## config.mk

```make
export PLATFORM = sky130hd
export DESIGN_NAME = spicc_ctrl
export DESIGN_NICKNAME = d
export VERILOG_FILES = /design/src/design/spicc_pkg.sv /design/src/design/spicc_ctrl.sv
export SDC_FILE = /design/constraint.sdc
export NUM_CORES = 1
export LEC_CHECK = 0
export ABC_AREA = 1
export BUFFER_PORTS_ARGS = -buffer_cell sky130_fd_sc_hd__buf_2
export CORE_MARGIN = 4
export CORE_UTILIZATION = 55
export CTS_BUF_LIST = sky130_fd_sc_hd__clkbuf_2
export DETAILED_ROUTE_END_ITERATION = 7
export PLACE_DENSITY = 0.86
export RECOVER_POWER = 25
export SYNTH_ARGS = -nofsm -noshare
export SYNTH_HDL_FRONTEND = slang
export SYNTH_SLANG_ARGS = --single-unit
```

## constraint.sdc

```tcl
create_clock -name clock -period 2.2 [get_ports clock]
set_clock_uncertainty 0.2 [all_clocks]
set_input_delay 0 -clock clock [delete_from_list [all_inputs] [get_ports clock]]
set_output_delay 0 -clock clock [all_outputs]
set_load 0.005 [all_outputs]
```

## src/design/spicc_pkg.sv

```systemverilog
// constants and types shared by the serial control block
package spicc_pkg;

	// ************************************************************
	// register offsets and reset values
	// ************************************************************
	localparam logic [2:0] OFS_CONTROL_PRIMARY   = 3'h0;
	localparam logic [2:0] OFS_CONTROL_SECONDARY = 3'h1;
	localparam logic [2:0] OFS_STATUS            = 3'h3;
	localparam logic [2:0] OFS_DATA              = 3'h5;
	localparam logic [7:0] RST_CONTROL_PRIMARY   = 8'h04;
	localparam logic [7:0] RST_CONTROL_SECONDARY = 8'h00;
	localparam logic [7:0] MASK_CONTROL_SECONDARY = 8'h1B; // bits 7,6,5,2 read zero

	// ************************************************************
	// field positions, primary control
	// ************************************************************
	localparam int BIT_RX_FAULT_IRQ_ENABLE = 7;
	localparam int BIT_SYSTEM_ENABLE       = 6;
	localparam int BIT_TX_EMPTY_IRQ_ENABLE = 5;
	localparam int BIT_MASTER_SELECT       = 4;
	localparam int BIT_CLOCK_POLARITY      = 3;
	localparam int BIT_CLOCK_PHASE         = 2;
	localparam int BIT_SELECT_OUTPUT_ENABLE = 1;
	localparam int BIT_LOW_BIT_FIRST       = 0;

	// ************************************************************
	// field positions, secondary control and status
	// ************************************************************
	localparam int BIT_MODE_FAULT_ENABLE   = 4;
	localparam int BIT_SINGLE_WIRE_OE      = 3;
	localparam int BIT_WAIT_CLOCK_STOP     = 1;
	localparam int BIT_SINGLE_WIRE_SELECT  = 0;
	localparam int BIT_RECEIVE_FULL        = 7;
	localparam int BIT_TRANSMIT_EMPTY      = 5;
	localparam int BIT_MODE_FAULT          = 4;

	// ************************************************************
	// counts
	// ************************************************************
	localparam int          HALF_BIT_CYCLES  = 4;  // bus clocks per serial clock half period
	localparam logic [4:0]  EDGES_PER_BYTE   = 5'h10; // 8 bits, two edges each

	typedef enum logic [2:0] {
		ST_IDLE  = 3'b001,
		ST_SHIFT = 3'b010,
		ST_END   = 3'b100
	} spicc_state_e;

endpackage

```

## src/design/spicc_ctrl.sv

```systemverilog
// serial interface control, configuration, pin steering and byte engine
//
// The implementer's own choices: the address map and the plain strobed port.
`timescale 1ns/100ps
// Operation
// - receive-full or mode-fault interrupt gated by bit 7
// - disabling aborts transfer, empties buffers, resets machines
// - disabled: receive flag cleared, transmit empty set
// - bit 5 gates transmit-empty interrupt
// - bit 4 chooses slave or master role
// - bit 3 inverts serial clock idle level
// - bit 2 places first edge mid or start
// - bit 0 chooses msb or lsb first
// - slave: select pin always active-low input
// - master without fault enable releases select pin
// - master fault enable only: select detects fault
// - master fault enable and output: drives select
// - secondary bit 0 selects single-wire data
// - single-wire: slave uses miso, master mosi
// - secondary bit 3 drives shared data pin
// - secondary bit 1 stops clocks in wait
// - secondary bits 7,6,5,2 read zero
// - disabled: all four pins released
module spicc_ctrl #(
	parameter int HALF_CYCLES = spicc_pkg::HALF_BIT_CYCLES
) (
	input  wire logic       clock,
	input  wire logic       rstn,
	input  wire logic [2:0] addr,
	input  wire logic [7:0] wdata,
	input  wire logic       wr,
	input  wire logic       rd,
	output logic      [7:0] rdata,
	input  wire logic       wait_mode,
	output logic            irq,
	input  wire logic       sclk_in,
	output logic            sclk_out,
	output logic            sclk_oe,
	input  wire logic       mosi_in,
	output logic            mosi_out,
	output logic            mosi_oe,
	input  wire logic       miso_in,
	output logic            miso_out,
	output logic            miso_oe,
	input  wire logic       ss_n_in,
	output logic            ss_n_out,
	output logic            ss_n_oe
);

	// ************************************************************
	// elaboration check
	// ************************************************************
	if (HALF_CYCLES < 2 || HALF_CYCLES > 255) begin : g_bad_half
		$error("HALF_CYCLES must lie in 2..255");
	end

	// ************************************************************
	// state
	// ************************************************************
	typedef struct packed {
		logic [7:0]              ctrl1;
		logic [7:0]              ctrl2;
		logic [7:0]              tx_buf;
		logic                    tx_full;
		logic [7:0]              rx_buf;
		logic                    rf;
		logic                    mf;
		logic                    mf_arm;
		logic [7:0]              tx_sh;
		logic [7:0]              rx_sh;
		spicc_pkg::spicc_state_e state;
		logic [4:0]              edge_cnt;
		logic [7:0]              div_cnt;
		logic                    sck;
		logic                    sclk_m, sclk_s, sclk_p;
		logic                    mosi_m, mosi_s;
		logic                    miso_m, miso_s;
		logic                    ss_m, ss_s;
		logic [7:0]              rdata;
		logic                    irq;
		logic                    sclk_o, sclk_e, mosi_o, mosi_e, miso_o, miso_e, ss_o, ss_e;
	} spicc_reg_s;

	spicc_reg_s q, n;

	localparam logic [7:0] HALF_LAST = 8'(HALF_CYCLES - 1);

	// next bit to launch, by shift order
	function automatic logic out_bit(input logic [7:0] sh, input logic lsb);
		return lsb ? sh[0] : sh[7];
	endfunction

	// shift one bit in, by shift order
	function automatic logic [7:0] shift_in(input logic [7:0] sh, input logic din, input logic lsb);
		return lsb ? {din, sh[7:1]} : {sh[6:0], din};
	endfunction

	// ************************************************************
	// next state
	// ************************************************************
	logic en, mst, clock_phase, lsb, run, ev, din;
	logic [4:0] k;

	always_comb begin
		n       = q;
		n.rdata = 8'h00;
		k       = q.edge_cnt + 5'h01;
		en      = q.ctrl1[spicc_pkg::BIT_SYSTEM_ENABLE];
		mst     = q.ctrl1[spicc_pkg::BIT_MASTER_SELECT];
		clock_phase    = q.ctrl1[spicc_pkg::BIT_CLOCK_PHASE];
		lsb     = q.ctrl1[spicc_pkg::BIT_LOW_BIT_FIRST];
		run     = en && !(wait_mode && q.ctrl2[spicc_pkg::BIT_WAIT_CLOCK_STOP]);

		// two-flop synchronisers for every pin
		n.sclk_m = sclk_in;
		n.sclk_s = q.sclk_m;
		n.sclk_p = q.sclk_s;
		n.mosi_m = mosi_in;
		n.mosi_s = q.mosi_m;
		n.miso_m = miso_in;
		n.miso_s = q.miso_m;
		n.ss_m   = ss_n_in;
		n.ss_s   = q.ss_m;

		// data input pin depends on role and wire mode
		if (q.ctrl2[spicc_pkg::BIT_SINGLE_WIRE_SELECT])
			din = mst ? q.mosi_s : q.miso_s;
		else
			din = mst ? q.miso_s : q.mosi_s;

		// register writes
		if (wr) begin
			case (addr)
				spicc_pkg::OFS_CONTROL_PRIMARY: begin
					n.ctrl1 = wdata;
					if (q.mf_arm) begin
						n.mf     = 1'b0;
						n.mf_arm = 1'b0;
					end
				end
				spicc_pkg::OFS_CONTROL_SECONDARY: n.ctrl2 = wdata & spicc_pkg::MASK_CONTROL_SECONDARY;
				spicc_pkg::OFS_DATA: begin
					if (!q.tx_full && en) begin
						n.tx_buf  = wdata;
						n.tx_full = 1'b1;
					end
				end
				default: ;
			endcase
		end

		// register reads, data the cycle after
		if (rd) begin
			case (addr)
				spicc_pkg::OFS_CONTROL_PRIMARY:   n.rdata = q.ctrl1;
				spicc_pkg::OFS_CONTROL_SECONDARY: n.rdata = q.ctrl2;
				spicc_pkg::OFS_STATUS: begin
					n.rdata[spicc_pkg::BIT_RECEIVE_FULL]   = q.rf;
					n.rdata[spicc_pkg::BIT_TRANSMIT_EMPTY] = !q.tx_full;
					n.rdata[spicc_pkg::BIT_MODE_FAULT]     = q.mf;
					n.mf_arm = q.mf;
				end
				spicc_pkg::OFS_DATA: begin
					n.rdata = q.rx_buf;
					n.rf    = 1'b0;
				end
				default: ;
			endcase
		end

		// edge event: divider tick for master, synced clock edge for slave
		ev = 1'b0;
		if (run && q.state == spicc_pkg::ST_SHIFT) begin
			if (mst) begin
				ev = (q.div_cnt == HALF_LAST);
				n.div_cnt = ev ? 8'h00 : q.div_cnt + 8'h01;
			end else begin
				ev = (q.sclk_s != q.sclk_p);
			end
		end

		// byte engine
		case (q.state)
			spicc_pkg::ST_IDLE: begin
				n.edge_cnt = 5'h00;
				n.div_cnt  = 8'h00;
				n.sck      = 1'b0;
				if (run && mst && q.tx_full) begin
					n.tx_sh   = q.tx_buf;
					n.tx_full = 1'b0;
					n.state   = spicc_pkg::ST_SHIFT;
				end else if (run && !mst && !q.ss_s) begin
					n.tx_sh   = q.tx_full ? q.tx_buf : 8'h00;
					if (q.tx_full)
						n.tx_full = 1'b0; // a write landing now stays queued
					n.state   = spicc_pkg::ST_SHIFT;
				end
			end
			spicc_pkg::ST_SHIFT: begin
				if (!mst && q.ss_s) begin
					n.state = spicc_pkg::ST_IDLE; // deselected mid-byte: drop it
				end else if (ev) begin
					n.edge_cnt = k;
					if (mst)
						n.sck = !q.sck;
					if (k[0] ^ clock_phase)
						n.rx_sh = shift_in(q.rx_sh, din, lsb);
					else if (k != 5'h01)
						n.tx_sh = lsb ? {1'b0, q.tx_sh[7:1]} : {q.tx_sh[6:0], 1'b0};
					if (k == spicc_pkg::EDGES_PER_BYTE)
						n.state = spicc_pkg::ST_END;
				end
			end
			spicc_pkg::ST_END: begin
				n.rx_buf = q.rx_sh;
				n.rf     = 1'b1; // set wins over a data read
				n.state  = spicc_pkg::ST_IDLE;
			end
			default: n.state = spicc_pkg::ST_IDLE;
		endcase

		// mode fault: select pulled low while this end masters
		if (en && mst && q.ctrl2[spicc_pkg::BIT_MODE_FAULT_ENABLE]
				&& !q.ctrl1[spicc_pkg::BIT_SELECT_OUTPUT_ENABLE] && !q.ss_s) begin
			n.mf = 1'b1;
			n.mf_arm = 1'b0;
			n.ctrl1[spicc_pkg::BIT_MASTER_SELECT] = 1'b0;
			n.state = spicc_pkg::ST_IDLE;
			n.sck = 1'b0;
		end

		// disabled: abort, empty buffers, initial state
		if (!n.ctrl1[spicc_pkg::BIT_SYSTEM_ENABLE]) begin
			n.state    = spicc_pkg::ST_IDLE;
			n.edge_cnt = 5'h00;
			n.div_cnt  = 8'h00;
			n.sck      = 1'b0;
			n.tx_full  = 1'b0;
			n.rf       = 1'b0;
		end

		// interrupt request
		n.irq = (n.ctrl1[spicc_pkg::BIT_RX_FAULT_IRQ_ENABLE] && (n.rf || n.mf))
			|| (n.ctrl1[spicc_pkg::BIT_TX_EMPTY_IRQ_ENABLE] && !n.tx_full);

		// pin steering, all released by default
		n.sclk_o = 1'b0;
		n.sclk_e = 1'b0;
		n.mosi_o = 1'b0;
		n.mosi_e = 1'b0;
		n.miso_o = 1'b0;
		n.miso_e = 1'b0;
		n.ss_o   = 1'b1;
		n.ss_e   = 1'b0;
		if (n.ctrl1[spicc_pkg::BIT_SYSTEM_ENABLE]) begin
			if (n.ctrl1[spicc_pkg::BIT_MASTER_SELECT]) begin
				n.sclk_e = 1'b1;
				n.sclk_o = n.sck ^ n.ctrl1[spicc_pkg::BIT_CLOCK_POLARITY];
				n.mosi_o = out_bit(n.tx_sh, n.ctrl1[spicc_pkg::BIT_LOW_BIT_FIRST]);
				n.mosi_e = n.ctrl2[spicc_pkg::BIT_SINGLE_WIRE_SELECT] ?
					n.ctrl2[spicc_pkg::BIT_SINGLE_WIRE_OE] : 1'b1;
				if (n.ctrl2[spicc_pkg::BIT_MODE_FAULT_ENABLE]
						&& n.ctrl1[spicc_pkg::BIT_SELECT_OUTPUT_ENABLE]) begin
					n.ss_e = 1'b1;
					n.ss_o = (n.state == spicc_pkg::ST_IDLE);
				end
			end else begin
				n.miso_o = out_bit(n.tx_sh, n.ctrl1[spicc_pkg::BIT_LOW_BIT_FIRST]);
				n.miso_e = !n.ss_s && (n.ctrl2[spicc_pkg::BIT_SINGLE_WIRE_SELECT] ?
					n.ctrl2[spicc_pkg::BIT_SINGLE_WIRE_OE] : 1'b1);
			end
		end
	end

	// ************************************************************
	// state register
	// ************************************************************
	always_ff @(posedge clock) begin
		if (!rstn) begin
			q          <= '0;
			q.ctrl1    <= spicc_pkg::RST_CONTROL_PRIMARY;
			q.ctrl2    <= spicc_pkg::RST_CONTROL_SECONDARY;
			q.state    <= spicc_pkg::ST_IDLE;
			q.sclk_m   <= 1'b0;
			q.ss_m     <= 1'b1;
			q.ss_s     <= 1'b1;
			q.ss_o     <= 1'b1;
			q.irq      <= 1'b0;
		end else begin
			q <= n;
		end
	end

	// outputs straight from the state register
	assign rdata    = q.rdata;
	assign irq      = q.irq;
	assign sclk_out = q.sclk_o;
	assign sclk_oe  = q.sclk_e;
	assign mosi_out = q.mosi_o;
	assign mosi_oe  = q.mosi_e;
	assign miso_out = q.miso_o;
	assign miso_oe  = q.miso_e;
	assign ss_n_out = q.ss_o;
	assign ss_n_oe  = q.ss_e;
endmodule // spicc_ctrl

```

After elaboration in Yosys (flattened, before gate mapping)

Index checks and enable logic that the tools add are counted.

Flip-flop bits (word level): 91
Logic and storage cells: 165

Multiplexer cells: 63
Add/subtract/negate cells: 2
Bitwise gates (word level): 5
Eq/ne operators: 16
Reduce and logical (&&, ||, !) cells: 43

Operators with widths:

| kind                | number |
|---|---|
| $mux 8              | 13 |
| $mux 25             | 1 |
| $mux 1              | 24 |
| $mux 24             | 1 |
| $mux 3              | 6 |
| $mux 9              | 2 |
| $logic_and 1x1->1   | 17 |
| $mux 17             | 1 |
| $mux 16             | 1 |
| $pmux 8 s2          | 1 |
| $pmux 4 s3          | 1 |
| $mux 5              | 2 |
| $pmux 5 s2          | 1 |
| $reduce_and 2->1    | 5 |
| $eq 3x1->1 const B  | 3 |
| $reduce_and 3->1    | 3 |
| $add 8x1->8 const B | 1 |
| $eq 8x2->1 const B  | 1 |
| $logic_not 1->1     | 8 |
| $mux 2              | 4 |
| $pmux 2 s4          | 1 |
| $reduce_and 4->1    | 2 |
| $eq 3x2->1 const B  | 2 |
| $eq 3x3->1 const B  | 2 |
| 18 further kinds    | 26 |

Depth between registers and ports, before layout

Depth after elaboration: 13
Gate-level depth with buffers: 13
Depth with buffers taken out: 13

Worst setup path after synthesis

Ideal clock, no wire load.

Path kind: register to register
Start: reg q[35] in the netlist's numbering
End: reg q, in the netlist mosi_out
Slack: 0.351 ns
Arrival: 1.532 ns
Stages on the path, launching flop included: 13
Buffers on the path: 0
Cell sequence: dfxtp_1 -> ha_1 -> nand2_1 -> nand2_1 -> nand3_1 -> nor2_2 -> nor2_1 -> nand2_2 -> nand2_1 -> nand3_1 -> nand3_1 -> nand2_1 -> nor2_1

Word-level cells in the longest chain between the ends: 8
Elaborated cells on any way between the ends: 9
Those cells by class: add/sub (1); eq/ne (1); mux (6); bitwise (1)

Ends and longest elaborated chain:

| item                     | RTL line          | text |
|---|---|---|
| start: declaration       | spicc_ctrl.sv:84  | `spicc_reg_s q, n;` |
| start signal: assignment | spicc_ctrl.sv:290 | `q <= n;` |
| $add 5x1->5 *            | spicc_ctrl.sv:107 | `k = q.edge_cnt + 5'h01;` |
| $ne 5x1->1               | spicc_ctrl.sv:208 | `else if (k != 5'h01)` |
| $mux 8                   | spicc_ctrl.sv:208 |  |
| $mux 8 *                 | spicc_ctrl.sv:206 | `if (k[0] ^ clock_phase)` |
| $mux 24 *                | spicc_ctrl.sv:202 | `end else if (ev) begin` |
| $mux 16 *                | spicc_ctrl.sv:200 | `if (!mst && q.ss_s) begin` |
| $pmux 8 s2 *             | spicc_ctrl.sv:183 | `case (q.state)` |
| $mux 1 *                 | spicc_ctrl.sv:90  | `return lsb ? sh[0] : sh[7];` |

Mark *: on every way between the ends. The rest lies on a longest branch, timed or not. The select of a mux whose other input is x is not followed.
A chain may end at the register's enable or synchronous reset.

Worst setup path after layout

Start: in wr
End: reg irq (netlist name)

Word-level cells in the longest chain between the ends: 9
Elaborated cells on any way between the ends: 14
Those cells by class: mux (9); reduce/logical (5)

Ends and longest elaborated chain:

| item               | RTL line          | text |
|---|---|---|
| start: declaration | spicc_ctrl.sv:31  | `input wire logic wr,` |
| $mux 25            | spicc_ctrl.sv:132 | `if (wr) begin` |
| $mux 1             | spicc_ctrl.sv:194 | `if (q.tx_full)` |
| $mux 1             | spicc_ctrl.sv:192 | `end else if (run && !mst && !q.ss_s) begin` |
| $mux 1             | spicc_ctrl.sv:188 | `if (run && mst && q.tx_full) begin` |
| $mux 1             | spicc_ctrl.sv:183 |  |
| $mux 1             | spicc_ctrl.sv:233 | `if (!n.ctrl1[spicc_pkg::BIT_SYSTEM_ENABLE]) begin` |
| $logic_not 1->1    | spicc_ctrl.sv:244 | `\|\| (n.ctrl1[spicc_pkg::BIT_TX_EMPTY_IRQ_ENABLE] && !n.tx_full);` |
| $logic_and 1x1->1  | spicc_ctrl.sv:244 |  |
| $logic_or 1x1->1 * | spicc_ctrl.sv:244 |  |

Mark *: on every way between the ends. The rest lies on a longest branch, timed or not.

==> flow_summary.toml <==
[placement]
place_inst = 688
place_area_mm2 = 0.00438
gp_congestion = 0.915
dpl_worst_slack_ps = 148
hpwl_um = 7170
portBuffers = 36

[clocking]
cts_root_buffer = "clkbuf_2"
cts.clk_slew.worst_paths_ps = 230
cts_tree = "done"
clock_latency_ps = 570
cts_buffers = 9
htreeDepth = 3
clock_path_buffers = 2
clock-sinks = 91
cts_setup_buffers = 0

[sta]
maxSlewViolCount = 0
tns_ps = 0
max_slew.worst_pin.slew_ps = 514
hold_ws_ps = 85.3
setup_viol = 0
hold_viol_final = 0
post-route-period-util = 0.965
post-route-min-period_ps = 2120
fin_ws_ps = 76.6
relSlewSlack = 0.654
fmax_mhz = 471

[synth]
ys_ff_latch = 91
syn_inst = 565
avgSynthCellArea_um2 = 7.33
yosysTopAreaCell = "dfxtp_1"
synth_fp_nets = 589
synth.distinct_cells = 45
seq_area_frac_synth = 0.440
netlist.area_leader.share = 0.440
netlist_top_cells_area = "dfxtp_1 44%, nand2_1 9.7%, inv_1 7.2%"
ys_warn_count = 0
netlist_area_mm2 = 0.00414

[die]
rows = 31
start_util = 0.568
io_pins = 37
dieHeight_um = 94.8
placeableCoreArea_mm2 = 0.00729
die_area_mm2 = 0.00898
die_x_um = 94.8

[drt]
drt-initial-drc-count = 340
wirelength_um = 11300
routed_via_density = 5.45
post-route-drc-count = 0
wire_per_inst_um = 14.9
dr.pass1.iters = 5
ant_nets = 0
vias = 4130

[grt]
grt_use_met2 = 0.447
track_usage = 0.261
use_met1 = 0.316
grt_util_met3 = 0.0494
grt_first_pass_wirelength_um = 18400
grt_antenna_before_repair = 0
grt_pass1_vias = 3992
overflow = 0
busiest_layer = "met2"
grt_max_degree = 36

[cells_and_area]
largest_register_ffs = 65
multi_input_area_mm2 = 0.00189
antenna_cells = 0
top_register = "q"
seqCellArea_mm2 = 0.00183
fill_cells = 548
fin_util = 0.694
stdcell_count = 758
area_growth_pct = 22.1
fin_area_mm2 = 0.00506
drive_gt1_frac = 0.126
nets = 678

[worst_setup_path]
cp_data_arrival_time_ps = 2440
critPathKind = "in -> reg"
path_max_fanout = 9
reg2reg_from = "q[27]"
crit_path_end_kind = "flop"
startpoint_type = "input pin"
crit_required_ps = 2520
crit_start = "wr"

[pwr]
vdd_drop_max_v = 0.000250
power.leakage_nw = 2.26
p_total_mw = 2.75
p_per_area_mw_per_mm2 = 543

[status]
status = "finished clean"

[flow_run]
drv_cap = 0

[worst_hold_path]
hp-start = "wdata[0]"
hold_class = "in -> reg"
## layout by cell type (no fill, tap or decap), types with 3 or more instances in the layout
master / count
nand4_1: 3
a211oi_1: 8
clkbuf_2: 10
dlygate4sd3_1: 53
a21oi_1: 30
dfxtp_1: 88
nand3_1: 32
nand2_1: 107
o21ai_0: 34
inv_2: 3
dfxtp_2: 3
clkbuf_1: 9
a31oi_1: 11
xor2_1: 4
nor3_1: 11
o21ai_1: 3
nor2_1: 77
o211ai_1: 3
o22ai_1: 3
nor2_4: 6
buf_2: 27
buf_4: 10
nand2_4: 3
ha_1: 4
inv_1: 79
## power by group
| part | switching [mW] | leakage (nW) | internal (mW) |
|---|---|---|---|
| registers | 0.0107 | 0.737 | 1.67 |
| clock network | 0.582 | 0.0683 | 0.266 |
| logic | 0.122 | 1.46 | 0.0940 |
| total | 0.715 | 2.26 | 2.03 |
## final timing paths
check,cells past startpoint,slack (ps),endpoint
setup reg to reg,10,150,q[55]
setup / recovery,9,80,irq
hold / removal,4,90,q[71]
hold reg to reg,2,230,q[21]
## cell type report
class / instances / area share
Clock buffer: 10 / 0.00990
Sequential cell: 91 / 0.361
Tap cell: 99 / 0.0245
Multi-Input combinational cell: 367 / 0.373
Clock inverter: 6 / 0.0126
Timing Repair Buffer: 100 / 0.155
Inverter: 85 / 0.0641
## metal layers
| metal | routed length, um | vias up |
|---|---|---|
| met5 | 0 | - |
| met4 | 398 | 0 |
| met3 | 980 | 48 |
| met2 | 5310 | 208 |
| met1 | 4580 | 1886 |
| li1 | - | 1988 |
## critical path, cell delays in order
cell and delay [ps]:
dlygate4sd3_1 530, buf_2 170, nand2_4 140, nor2_1 60, dlygate4sd3_1 570, a211oi_1 200, dlygate4sd3_1 620, nand2_1 60
nand2_1 90
## cells by family after synthesis
kind of cell,count (synthesis),synth area share
and+or+nand+nor,253,0.274
buffers and inverters,107,0.113
AOI/OAI and AO/OA,102,0.144
adders and majority gates,4,0.0121
muxes,2,0.00483
xor gates and xnor gates,6,0.0127
DFF,91,0.440
## cell usage after synthesis
cell type and number:
buf_4 11, xor2_1 4, dfxtp_1 91, nor4_1 1, o21a_1 1, nand3_2 1
ha_1 4, nor2_2 3, nor3_2 2, a31oi_1 11, clkinv_1 2, a21oi_1 30
nand3_1 32, a21boi_0 1, nor2_8 1, a2111oi_0 1, nor3_1 11, inv_2 3
clkinv_4 1, nand4_1 3, buf_2 2, nor2_1 78, o221ai_1 1, nor3_4 1
o2111ai_1 1, nand2_1 107, a21oi_4 1, o31ai_1 1, a211oi_1 8, o22ai_1 3
o21ai_2 2, a221oi_1 1, o211ai_1 3, xnor2_1 2, mux2i_1 2, nand2_4 2
o21ai_1 2, buf_12 1, nor2_4 4, nand2_2 3, o21ai_0 35, inv_1 79
clkbuf_1 8, nand3b_1 2, or2_2 2
## what timing repair did
item,in CTS,in global routing
hold endpoints to repair,90,1
setup endpoints to repair,0,18
hold buffers,54,1
gates resized for setup,0,11
(Power assumes the default switching activity.)
